<file path="src/core/uss_cfg.svh">
// Register map, field positions and reset values of the serial shift unit
`ifndef USS_CFG_SVH
`define USS_CFG_SVH

// Register byte offsets on the APB bus
`define USS_OFS_DATA 8'h00
`define USS_OFS_STATUS 8'h04
`define USS_OFS_CONTROL 8'h08
`define USS_OFS_PORT 8'h0C

// Status register fields
`define USS_ST_START 7
`define USS_ST_OVF 6
`define USS_ST_STOP 5
`define USS_ST_COLL 4
`define USS_ST_CNT_HI 3
`define USS_ST_CNT_LO 0

// Control register fields
`define USS_CTL_SIE 7
`define USS_CTL_OIE 6
`define USS_CTL_WM_HI 5
`define USS_CTL_WM_LO 4
`define USS_CTL_CS_HI 3
`define USS_CTL_CS_LO 2
`define USS_CTL_CLK 1
`define USS_CTL_TC 0
`define USS_CTL_RD_MASK 8'hFC

// Port and direction register fields
`define USS_PORT_DO 0
`define USS_PORT_SDA 1
`define USS_PORT_SCL 2
`define USS_DDR_DO 4
`define USS_DDR_SDA 5
`define USS_DDR_SCL 6

// Counter and reset constants
`define USS_CNT_MAX 4'hF
`define USS_CNT_ONE 4'h1
`define USS_RST_BYTE 8'h00
`define USS_RST_CNT 4'h0
`define USS_RD_PAD 24'h000000

`endif

</file>
<file path="src/core/uss_pkg.sv">
// Types shared by the serial shift unit
package uss_pkg;

    // Wire mode field, in encoding order
    typedef enum logic [1:0] {
        USS_WM_OFF,
        USS_WM_THREE,
        USS_WM_TWO,
        USS_WM_TWO_HOLD
    } uss_wire_mode_type;

    // Clock source field, in encoding order
    typedef enum logic [1:0] {
        USS_CS_SOFT,
        USS_CS_TIMER,
        USS_CS_EXT_RISE,
        USS_CS_EXT_FALL
    } uss_clk_src_type;

endpackage

</file>
<file path="src/core/uss_sync.sv">
// Two-stage synchroniser for pin inputs of the serial shift unit
`timescale 1ns/100ps

module uss_sync
#(
    parameter int WIDTH = 2
)
(
    input wire logic clk,
    input wire logic rst,
    input wire logic [WIDTH-1:0] d,
    output logic [WIDTH-1:0] q
);

    ////////////////////////////////////////////////////////////////////////
    // One pair of flops per bit; the first stage feeds only the second
    genvar i;
    generate
        for (i = 0; i < WIDTH; i = i + 1)
        begin : g_bit
            logic meta_reg; // First stage, may go metastable
            logic stable_reg; // Second stage, safe to use

            // Chain of two flops clocked by the system clock
            always_ff @(posedge clk)
            begin
                if (rst)
                begin
                    meta_reg <= 1'b0;
                    stable_reg <= 1'b0;
                end
                else
                begin
                    meta_reg <= d[i];
                    stable_reg <= meta_reg;
                end
            end

            assign q[i] = stable_reg;
        end
    endgenerate

endmodule

</file>
<file path="src/core/uss_top.sv">
// Serial shift unit: shift register, 4-bit counter, status, control, pins
//
// The register addresses and the APB register port were chosen for this implementation.
`timescale 1ns/100ps
`include "uss_cfg.svh"

// How it works
// - Data register is the live shifter
// - Write in shift cycle wins, no shift
// - Shift left, clocked by selected source
// - Pins feed shifter and counter when off
// - Data pin driven from bit 7 latch
// - Latch open first half when external
// - Start flag: start condition or counter tick
// - Start flag interrupts, write-one clears, releases
// - Start interrupt wakes from every sleep
// - Overflow flag on 15 to 0 wrap
// - Overflow interrupt wakes from idle only
// - Stop flag in two-wire, no interrupt
// - Collision when bit 7 differs from pin
// - Counter value readable and writable in status
// - Counter ticks on selected clock source
// - Enables gate pending flags immediately
// - Wire mode changes outputs and start flag source
// - Mode off: outputs, hold, detector disabled
// - Three-wire: data output overrides port bit
// - Two-wire: open drain, start hold, no SDA/SCL pull-ups
// - Hold mode also holds clock after overflow
// - Clock source field selects edge or strobe
// - Toggle strobe inverts clock port, reads zero
module uss_top
    import uss_pkg::*;
(
    input wire logic CLK_SYS,
    input wire logic RST,
    input wire logic PSEL,
    input wire logic PENABLE,
    input wire logic PWRITE,
    input wire logic [7:0] PADDR,
    input wire logic [31:0] PWDATA,
    output logic [31:0] PRDATA,
    output logic PREADY,
    output logic PSLVERR,
    input wire logic SERIAL_IN_PIN,
    input wire logic SERIAL_CLOCK_PIN,
    input wire logic TIMER0_MATCH,
    input wire logic GLOBAL_IRQ_EN,
    input wire logic SLEEP_DEEP,
    output logic DATA_OUT_O,
    output logic DATA_OUT_OE,
    output logic DATA_OUT_PULLUP,
    output logic SDA_O,
    output logic SDA_OE,
    output logic SDA_PULLUP,
    output logic SCL_O,
    output logic SCL_OE,
    output logic SCL_PULLUP,
    output logic START_IRQ,
    output logic OVERFLOW_IRQ,
    output logic WAKE_REQ
);

    ////////////////////////////////////////////////////////////////////////
    // Declarations
    logic [1:0] pin_sync; // Synchronised data and clock pins
    logic din_s; // Data pin level after synchroniser
    logic sclk_s; // Clock pin level after synchroniser
    logic din_prev_reg; // Data pin one cycle back
    logic sclk_prev_reg; // Clock pin one cycle back
    logic [7:0] data_reg; // Live shift register
    logic [7:0] data_next;
    logic [3:0] cnt_reg; // 4-bit counter
    logic [3:0] cnt_next;
    logic start_flag_reg; // Start condition flag
    logic start_flag_next;
    logic ovf_flag_reg; // Counter overflow flag
    logic ovf_flag_next;
    logic stop_flag_reg; // Stop condition flag
    logic stop_flag_next;
    logic start_hold_reg; // Clock held low after a start
    logic start_hold_next;
    logic [7:0] ctrl_reg; // Control; bit 1 keeps the strobe select
    logic [7:0] ctrl_next;
    logic [7:0] port_reg; // Port values and directions of the three pins
    logic [7:0] port_next;
    logic latch_reg; // Output latch behind bit 7
    logic latch_next;
    logic [31:0] prdata_reg; // Read data, captured in the setup phase
    logic [31:0] prdata_next;

    ////////////////////////////////////////////////////////////////////////
    // Pin synchronisers; both pins are sampled in every wire mode
    uss_sync #(.WIDTH(2)) u_sync
    (
        .clk(CLK_SYS),
        .rst(RST),
        .d({SERIAL_CLOCK_PIN, SERIAL_IN_PIN}),
        .q(pin_sync)
    );

    assign din_s = pin_sync[0];
    assign sclk_s = pin_sync[1];

    ////////////////////////////////////////////////////////////////////////
    // APB decode; the slave never inserts wait states
    wire access_phase = PSEL & PENABLE;
    wire setup_phase = PSEL & ~PENABLE;
    wire hit_data = (PADDR == `USS_OFS_DATA);
    wire hit_status = (PADDR == `USS_OFS_STATUS);
    wire hit_control = (PADDR == `USS_OFS_CONTROL);
    wire hit_port = (PADDR == `USS_OFS_PORT);
    wire hit_any = hit_data | hit_status | hit_control | hit_port;
    wire wr_en = access_phase & PWRITE;
    wire wr_data = wr_en & hit_data;
    wire wr_status = wr_en & hit_status;
    wire wr_ctrl = wr_en & hit_control;
    wire wr_port = wr_en & hit_port;

    assign PREADY = 1'b1;
    // Unmapped addresses complete with an error and read as zero
    assign PSLVERR = access_phase & ~hit_any;
    assign PRDATA = prdata_reg;

    ////////////////////////////////////////////////////////////////////////
    // Field views of control and port registers
    wire uss_wire_mode_type wire_mode =
        uss_wire_mode_type'(ctrl_reg[`USS_CTL_WM_HI:`USS_CTL_WM_LO]);
    wire uss_clk_src_type clk_src = uss_clk_src_type'(ctrl_reg[`USS_CTL_CS_HI:`USS_CTL_CS_LO]);
    wire two_wire = ctrl_reg[`USS_CTL_WM_HI];
    wire ext_clk = ctrl_reg[`USS_CTL_CS_HI];
    wire clk_sel = ctrl_reg[`USS_CTL_CLK];
    wire port_do = port_reg[`USS_PORT_DO];
    wire port_sda = port_reg[`USS_PORT_SDA];
    wire port_scl = port_reg[`USS_PORT_SCL];
    wire ddr_do = port_reg[`USS_DDR_DO];
    wire ddr_sda = port_reg[`USS_DDR_SDA];
    wire ddr_scl = port_reg[`USS_DDR_SCL];

    ////////////////////////////////////////////////////////////////////////
    // Edge and bus condition detection on synchronised pins
    wire scl_rise = sclk_s & ~sclk_prev_reg;
    wire scl_fall = ~sclk_s & sclk_prev_reg;
    // SDA edges while SCL stays high; the pins take equal delay, so their order is kept
    wire start_det = din_prev_reg & ~din_s & sclk_s & sclk_prev_reg;
    wire stop_det = ~din_prev_reg & din_s & sclk_s & sclk_prev_reg;

    ////////////////////////////////////////////////////////////////////////
    // Clock strobes; decoded from the control value being written, the timer tick from the stored source
    wire wr_cs_soft = (PWDATA[`USS_CTL_CS_HI:`USS_CTL_CS_LO] == USS_CS_SOFT);
    wire soft_strobe = wr_ctrl & PWDATA[`USS_CTL_CLK] & wr_cs_soft;
    wire tc_strobe = wr_ctrl & PWDATA[`USS_CTL_TC];
    wire tc_count = tc_strobe & PWDATA[`USS_CTL_CLK] & PWDATA[`USS_CTL_CS_HI];
    wire timer_tick = (clk_src == USS_CS_TIMER) & TIMER0_MATCH;

    // Shift clock follows the selected edge even when the counter uses the toggle
    wire shift_tick = soft_strobe | timer_tick
        | ((clk_src == USS_CS_EXT_RISE) & scl_rise)
        | ((clk_src == USS_CS_EXT_FALL) & scl_fall);

    // With an external source the counter sees both pin edges unless the toggle strobe is selected
    wire count_tick = soft_strobe | timer_tick | tc_count
        | (ext_clk & ~clk_sel & (scl_rise | scl_fall));

    wire wrap = count_tick & (cnt_reg == `USS_CNT_MAX);

    ////////////////////////////////////////////////////////////////////////
    // Shift register; a bus write beats a shift in the same cycle
    always_comb
    begin
        if (wr_data)
            data_next = PWDATA[7:0];
        else if (shift_tick)
            data_next = {data_reg[6:0], din_s};
        else
            data_next = data_reg;
    end

    ////////////////////////////////////////////////////////////////////////
    // Counter: direct write has priority over a tick
    always_comb
    begin
        if (wr_status)
            cnt_next = PWDATA[`USS_ST_CNT_HI:`USS_ST_CNT_LO];
        else if (count_tick)
            cnt_next = cnt_reg + `USS_CNT_ONE;
        else
            cnt_next = cnt_reg;
    end

    ////////////////////////////////////////////////////////////////////////
    // Flags: set wins over a write-one clear in the same cycle
    wire clr_start = wr_status & PWDATA[`USS_ST_START];
    wire clr_ovf = wr_status & PWDATA[`USS_ST_OVF];
    wire clr_stop = wr_status & PWDATA[`USS_ST_STOP];
    // The detector is off outside two-wire mode; counter ticks set it there
    wire start_set = two_wire ? start_det : count_tick;
    wire stop_set = two_wire & stop_det;
    // Hold follows the mode being written, so leaving two-wire drops it at once
    wire two_wire_next = ctrl_next[`USS_CTL_WM_HI];

    always_comb
    begin
        start_flag_next = start_set | (start_flag_reg & ~clr_start);
        ovf_flag_next = wrap | (ovf_flag_reg & ~clr_ovf);
        stop_flag_next = stop_set | (stop_flag_reg & ~clr_stop);
        // Hold begins at the first SCL fall after a start, ends with the flag
        start_hold_next = two_wire_next & start_flag_next
            & (start_hold_reg | scl_fall);
    end

    ////////////////////////////////////////////////////////////////////////
    // Control and port registers; the toggle strobe bit 0 is never stored as set
    always_comb
    begin
        ctrl_next = ctrl_reg;
        if (wr_ctrl)
            ctrl_next = {PWDATA[7:1], 1'b0};
        port_next = port_reg;
        if (wr_port)
            port_next = PWDATA[7:0];
        else if (tc_strobe)
            port_next[`USS_PORT_SCL] = ~port_scl;
    end

    ////////////////////////////////////////////////////////////////////////
    // Output latch: open in the first half of an external clock cycle
    // Open while the pin sits at the level opposite the sampling edge
    wire latch_open = ~ext_clk | (sclk_s == ctrl_reg[`USS_CTL_CS_LO]);
    wire data_bit = latch_open ? data_reg[7] : latch_reg;

    assign latch_next = data_bit;

    ////////////////////////////////////////////////////////////////////////
    // Read multiplexer; a read sees the live shifter, no buffer copy
    wire [7:0] status_view = {start_flag_reg, ovf_flag_reg, stop_flag_reg,
        data_reg[7] ^ din_s, cnt_reg};
    wire [7:0] rd_byte = hit_data ? data_reg
        : hit_status ? status_view
        : hit_control ? (ctrl_reg & `USS_CTL_RD_MASK)
        : hit_port ? port_reg
        : `USS_RST_BYTE;

    assign prdata_next = setup_phase ? {`USS_RD_PAD, rd_byte} : prdata_reg;

    ////////////////////////////////////////////////////////////////////////
    // State flops
    always_ff @(posedge CLK_SYS)
    begin
        if (RST)
        begin
            data_reg <= `USS_RST_BYTE;
            cnt_reg <= `USS_RST_CNT;
            ctrl_reg <= `USS_RST_BYTE;
            port_reg <= `USS_RST_BYTE;
            {start_flag_reg, ovf_flag_reg, stop_flag_reg} <= 3'h0;
            {start_hold_reg, latch_reg} <= 2'h0;
            {din_prev_reg, sclk_prev_reg} <= 2'h0;
            prdata_reg <= 32'h00000000;
        end
        else
        begin
            data_reg <= data_next;
            cnt_reg <= cnt_next;
            ctrl_reg <= ctrl_next;
            port_reg <= port_next;
            {start_flag_reg, ovf_flag_reg, stop_flag_reg} <=
                {start_flag_next, ovf_flag_next, stop_flag_next};
            {start_hold_reg, latch_reg} <= {start_hold_next, latch_next};
            {din_prev_reg, sclk_prev_reg} <= {din_s, sclk_s};
            prdata_reg <= prdata_next;
        end
    end

    ////////////////////////////////////////////////////////////////////////
    // Pin drivers; only the output side depends on the wire mode
    wire three_wire = (wire_mode == USS_WM_THREE);
    wire ovf_hold = (wire_mode == USS_WM_TWO_HOLD) & ovf_flag_reg;
    // Open-drain pulls low on a zero from the shifter or the port bit
    wire sda_low = ~data_bit | ~port_sda;
    wire scl_low = ~port_scl | start_hold_reg | ovf_hold;

    // Data output pin overrides the port bit only in three-wire mode
    assign DATA_OUT_O = three_wire ? data_bit : port_do;
    assign DATA_OUT_OE = ddr_do;
    assign DATA_OUT_PULLUP = ~ddr_do & port_do;
    // Off and three-wire leave the data and clock pins as plain port pins
    assign SDA_O = two_wire ? 1'b0 : port_sda;
    assign SDA_OE = ddr_sda & (~two_wire | sda_low);
    assign SDA_PULLUP = ~two_wire & ~ddr_sda & port_sda;
    assign SCL_O = two_wire ? 1'b0 : port_scl;
    assign SCL_OE = ddr_scl & (~two_wire | scl_low);
    assign SCL_PULLUP = ~two_wire & ~ddr_scl & port_scl;

    ////////////////////////////////////////////////////////////////////////
    // Interrupt requests; a pending flag fires as soon as enables allow
    assign START_IRQ = start_flag_reg & ctrl_reg[`USS_CTL_SIE] & GLOBAL_IRQ_EN;
    assign OVERFLOW_IRQ = ovf_flag_reg & ctrl_reg[`USS_CTL_OIE] & GLOBAL_IRQ_EN;
    // Start detection is sampled here, so deep sleep needs this clock running
    assign WAKE_REQ = START_IRQ | (OVERFLOW_IRQ & ~SLEEP_DEEP);
endmodule

</file>
<file path="config.mk">
export PLATFORM = sky130hd
export DESIGN_NAME = uss_top
export DESIGN_NICKNAME = d
export VERILOG_FILES = /design/src/core/uss_pkg.sv /design/src/core/uss_sync.sv /design/src/core/uss_top.sv
export VERILOG_INCLUDE_DIRS = /design/src /design/src/core
export SDC_FILE = /design/constraint.sdc
export NUM_CORES = 1
export LEC_CHECK = 0
export BUFFER_PORTS_ARGS = -buffer_cell sky130_fd_sc_hd__buf_2
export CAP_MARGIN = 20
export CORE_MARGIN = 5
export CORE_UTILIZATION = 53
export CTS_CLUSTER_SIZE = 28
export DETAILED_ROUTE_END_ITERATION = 12
export PLACE_DENSITY = 0.95
export SLEW_MARGIN = 10
export SYNTH_ARGS = -nofsm -noshare
export SYNTH_HDL_FRONTEND = slang
export SYNTH_SLANG_ARGS = --single-unit
</file>
<file path="constraint.sdc">
create_clock -name CLK_SYS -period 4.4 [get_ports CLK_SYS]
set_clock_uncertainty 0.05 [all_clocks]
set_input_delay 0.88 -clock CLK_SYS [delete_from_list [all_inputs] [get_ports CLK_SYS]]
set_output_delay 0.88 -clock CLK_SYS [all_outputs]
set_load 0.01 [all_outputs]
</file>
==> results of run 1 <==
==> final cells by class <==
class	instances	share of cell area [%]
multi-input cells	202	50.55
flip-flops and latches	46	33.76
repair buffers	46	8.440
clock buffers	7	2.798
well taps	52	2.385
clock inverters	1	1.101
inverters	7	0.9633
==> kinds of logic (layout without fill, tap and decap cells) <==
group                      Yosys count  after routing  synth area share (%)
and+or+nand+nor                     92             92                 19.88
AOI/OAI and AO/OA                   51             51                 14.99
DFF                                 46             46                 37.13
buffers and inverters               42             61                 10.75
muxes                               27             27                 14.03
xor gates and xnor gates             4              4                 1.413
adders and majority gates            3              3                 1.514
other                                2             25                0.3028
==> per-stage QoR <==
step	instances	hold slack [ns]
4_1_cts	361	0.4074
3_5_place_dp	353	0.3887
6_report	361	0.4038
3_3_place_gp	353	0.3666
5_1_grt	361	0.4397
2_1_floorplan	290	0.3638
==> final timing paths <==
kind                                   start                         end  slack [ns]
setup / recovery                    PADDR[1]                     PSLVERR        1.55
hold / removal      u_sync.g_bit[0].meta_reg  u_sync.g_bit[0].stable_reg        0.40
setup reg to reg  u_sync.g_bit[1].stable_reg                 data_reg[6]        2.38
hold reg to reg     u_sync.g_bit[0].meta_reg  u_sync.g_bit[0].stable_reg        0.40
==> critical path: stages <==
cell	delay, ns
buf_2	0.09
or4_4	0.59
o211a_1	0.23
buf_2	0.13
==> layout by cell type, fill, tap and decap left out, drive strengths merged, types with 2 or more instances in the layout <==
master and instances:
buf 46, nand3 5, mux2 2, nand2 24, nor3b 3, dfxtp 46, o21ai 7, nor3 5
mux4 6, xor2 3, a31oi 3, a22oi 8, mux2i 19, nor4 4, conb 25, nor2b 10
inv 7, a21oi 13, o21a 2, ha 3, or4 2, and3 3, clkbuf 7, o2bb2ai 8
a22o 2, nor2 28
==> metal layers <==
| metal | up-vias | part of all wire (%) | routed length (um) |
|---|---|---|---|
| met5 | - | 0 | 0 |
| met4 | 0 | 1.1 | 63 |
| met3 | 11 | 9.0 | 520 |
| met2 | 103 | 50 | 2894 |
| met1 | 964 | 40 | 2324 |
| li1 | 979 | - | - |
==> power groups by stage <==
stage	combinational (W)	sequential, W	clock, W
floorplan	0.0000509	0.000429	0
global placement	0.0000543	0.000429	0
detailed placement	0.0000558	0.000430	0
CTS	0.0000562	0.000420	0.000314
global route	0.0000624	0.000420	0.000333
finish	0.0000575	0.000420	0.000313
==> results.yml, run 1 <==
critical_path:
  end_kind: "output port"
  start_kind: "primary input"
  critPathKind: "in -> out"
  worstPathArrival_ns: 1.92
  reg2regPathDepth: 7
  crit_required_ns: 3.47
  path_max_fanout: 6
clocking:
  cts_hold_buf: 0
  post_cts_buffers: 0
  clock-sinks: 46
  cts_resized: 0
  ctsHtreeMaxLevel: 2
  cts_tree: "yes"
  cts_root_buf: "clkbuf_8"
  clk_path_buf_depth: 2
  clk_latency_ns: 0.30
  clk_pin_slew_ns: 0.08
  cts_made_buffers: 5
timing:
  setup-tns-final_ns: 0
  finalSetupViolCount: 0
  finalCritPeriodShare_pct: 64.79
  relSlewSlack_pct: 48.20
  period_needed_ns: 2.851
  fmax_mhz: 350.8
  rsz0062_at_grt: "false"
  hold_violations: 0
  finalWorstSetupSlack_ns: 1.549
  worst_pin_slew_ns: 0.7711
  finalMaxSlewViolations: 0
placement:
  io_buffers: 46
  dpl.hpwl_mm: 4.294
  placed_area_um2: 2621
  gp_congestion: 0.8991
  pre_cts_ws_ns: 1.247
synth:
  synth_most_common_cell: "dfxtp_1"
  synthTopCellsByArea: "dfxtp_1, mux2i_1, buf_4"
  synth_top_area_cell: "dfxtp_1"
  synth_warnings: 0
  synth_cell_types: 50
  ys_seq_area_share_pct: 37.13
  netlist_area_um2: 2480
  async_flop_share_pct: 0
  syn_avg_cell_area_um2: 9.288
  synth_ff_type: "dfxtp_1"
  synth_cells: 267
  ys_seq_elements: 46
  synth_common_cells: "dfxtp_1, nor2_1, buf_4, nand2_1, mux2i_1"
  yosysTopAreaCellShare_pct: 37.13
  synth_edf_count: 0
route:
  wl_per_cell_um: 16.07
  via_per_inst: 5.698
  first_iter_violations: 171
  final_antenna_net_count: 0
  routed_wl_mm: 5.803
  firstDrtPassIters: 5
  num_vias: 2057
  drc: 0
global_routing:
  grt_pass1_vias: 1939
  grt_max_degree: 40
  use_met3_pct: 4.462
  grt_pass1_wl_mm: 9.321
  gr-max-usage-layer: "met2"
  grt.total_usage_pct: 18.91
  antenna_found_initial: 0
  grt_util_met2_pct: 32.53
  met1_usage_pct: 23.74
  globalRoute.totalOverflow: 0
layout:
  fin_nets: 361
  layout.area.seq_um2: 920.9
  diodes: 0
  areaGrowthSynthToFinish_pct: 9.990
  finalCoreUtilization_pct: 61.37
  fillers: 379
  multi_input_area_um2: 1379
  post_route_cells_drive_above_1_share_pct: 22.33
  fin_area_um2: 2728
floorplanning:
  die_y_um: 78.41
  coreArea_um2: 4444
  fp-row-count: 24
  ios: 96
  die_width_um: 78.41
  start_util_pct: 55.80
  die-area_um2: 6147
pwr:
  p_int_w: 0.0006051
  pwr-share-clk_pct: 39.6
  vdd_drop_max_mv: 0.1304
  p_leak_nw: 1.241
  power_per_cell_area_nw_per_um2: 289.7
  comb_power_share_pct: 7.3
  power.share.sequential_pct: 53.1
  switching_power_w: 0.0001850
  total_power_w: 0.0007902
  swShare_pct: 23.42
hold_path:
  hp-class: "reg -> reg"
  hold_depth: 1
job:
  maxCapViolCount: 0
outcome:
  status: "completed"
Note: power is estimated with default switching activity, not from simulation.
==> run 2: changes to the inputs <==
CORE_UTILIZATION = 49   (was 53)
PLACE_DENSITY = 0.91   (was 0.95)
clock period = 2.8 ns   (was 4.4 ns; I/O delays follow)
==> run 2 against run 1 <==
Critical path depth rose by 1. Largest power group unchanged. Register-to-register slack got worse by 1.6 ns. Die area rose by 7.1%.
==> results.yml, run 2 (synthesis gave the netlist of run 1 again) <==
global_routing:
  grt_util_met2_pct: 29.56
  met1_usage_pct: 23.20
  use_met3_pct: 4.767
  globalRoute.totalOverflow: 0
  gr-max-usage-layer: "met2"
  grt_pass1_wl_mm: 9.114
  antenna_found_initial: 0
  grt_max_degree: 27
  grt.total_usage_pct: 18.05
  grt_pass1_vias: 1874
timing:
  finalSetupViolCount: 0
  finalWorstSetupSlack_ns: 0.4987
  hold_violations: 0
  finalMaxSlewViolations: 0
  finalCritPeriodShare_pct: 82.19
  setup-tns-final_ns: 0
  period_needed_ns: 2.301
  fmax_mhz: 434.5
  rsz0062_at_grt: "false"
  worst_pin_slew_ns: 0.6585
  relSlewSlack_pct: 55.96
route:
  final_antenna_net_count: 0
  first_iter_violations: 161
  wl_per_cell_um: 15.14
  routed_wl_mm: 5.782
  drc: 0
  via_per_inst: 5.369
  firstDrtPassIters: 4
  num_vias: 2051
floorplanning:
  die-area_um2: 6584
  die_width_um: 81.14
  die_y_um: 81.14
  coreArea_um2: 4817
  start_util_pct: 51.48
  fp-row-count: 25
  ios: 96
layout:
  areaGrowthSynthToFinish_pct: 11.96
  diodes: 0
  fin_nets: 367
  fin_area_um2: 2776
  finalCoreUtilization_pct: 57.64
  post_route_cells_drive_above_1_share_pct: 24.13
  final_cell_mix: "dfxtp_1, buf_2, nor2_1"
critical_path:
  cp_slowest_cell: "or4_4"
  r2r-end: "data_reg[0]"
  reg2regPathDepth: 7
  end_kind: "output port"
  cpPeakStageDelay_ns: 0.52
  rr_startpoint: "u_sync.g_bit[1].stable_reg"
  r2r_setup_slack_ns: 0.77
  crit_path_cell_trace: "buf_2, or4_4, buf_4, o211a_1, buf_2"
  critical_path.startpoint: "PADDR[1]"
  worstPathArrival_ns: 1.69
  crit_required_ns: 2.19
  path_max_fanout: 5
  start_kind: "primary input"
  endpoint: "PSLVERR"
  path_common_cell: "buf_2"
  critPathKind: "in -> out"
placement:
  io_buffers: 46
  placed_area_um2: 2685
  dpl.hpwl_mm: 4.392
  gp_congestion: 0.9183
  pre_cts_ws_ns: 0.2494
clocking:
  cts_tree: "yes"
  clock-sinks: 46
  ctsHtreeMaxLevel: 2
  cts_hold_buf: 0
  clk_pin_slew_ns: 0.08
  cts_made_buffers: 5
  clk_path_buf_depth: 2
  clk_latency_ns: 0.30
  cts_root_buf: "clkbuf_8"
  post_cts_buffers: 0
  cts_resized: 0
pwr:
  power_per_cell_area_nw_per_um2: 420.9
  vdd_drop_max_mv: 0.2707
  p_leak_nw: 1.266
hold_path:
  hp-class: "reg -> reg"
outcome:
  status: "completed"
job:
  maxCapViolCount: 0
-- run 2: changes by cell type in the layout (fill, tap and decap cells not counted) --
cell,previous run,this run
clkbuf_8,5,6
clkbuf_1,2,1
bufinv_16,1,0
clkinv_2,0,1
buf_4,0,6
-- run 2: power breakdown --
part           switching [W]  internal [W]  leakage (nW)
clock               0.000218      0.000199        0.0482
sequential        0.00000233      0.000657         0.371
combinational      0.0000640     0.0000281         0.846
total               0.000284      0.000885          1.27
-- run 2: routing by layer --
metal	vias up	wire (um)
li1	994	-
met1	967	2404
met2	82	2858
met3	8	445
met4	0	74
met5	-	0
-- run 2: worst min-delay path by stage --
stage,from,endpoint,slack [ns],cells past startpoint
6_report,u_sync.g_bit[0].meta_reg,u_sync.g_bit[0].stable_reg,0.40,1
5_1_grt,SERIAL_IN_PIN,u_sync.g_bit[0].meta_reg,0.41,2
4_1_cts,u_sync.g_bit[0].meta_reg,u_sync.g_bit[0].stable_reg,0.40,1
3_5_place_dp,u_sync.g_bit[0].meta_reg,u_sync.g_bit[0].stable_reg,0.38,1
3_3_place_gp,u_sync.g_bit[1].meta_reg,u_sync.g_bit[1].stable_reg,0.37,1
2_1_floorplan,u_sync.g_bit[0].meta_reg,u_sync.g_bit[0].stable_reg,0.36,1
-- run 2: final cells by class --
| cell class | instances | area, um^2 |
|---|---|---|
| tap | 67 | 83.83 |
| fill | 423 | 2041 |
| clock inverter | 1 | 5.005 |
| sequential | 46 | 920.9 |
| timing repair buffer | 52 | 275.3 |
| clock buffer | 7 | 86.33 |
| multi-input combinational | 202 | 1379 |
| inverter | 7 | 26.28 |
-- run 2: critical path, delay by kind of cell --
family | cells | cell delay [ns]
buf+inv | 3 | 0.41
compound gates | 1 | 0.20
simple gates | 1 | 0.52
-- run 2: per-stage QoR --
| stage | total power (W) | hold WS [ns] | cells |
|---|---|---|---|
| 2_1_floorplan | 0.0007543 | 0.3638 | 290 |
| 3_3_place_gp | 0.0007624 | 0.3662 | 374 |
| 3_5_place_dp | 0.0007649 | 0.3753 | 374 |
| 4_1_cts | 0.001174 | 0.4019 | 382 |
| 5_1_grt | 0.001213 | 0.4148 | 382 |
| 6_report | 0.001169 | 0.3965 | 382 |
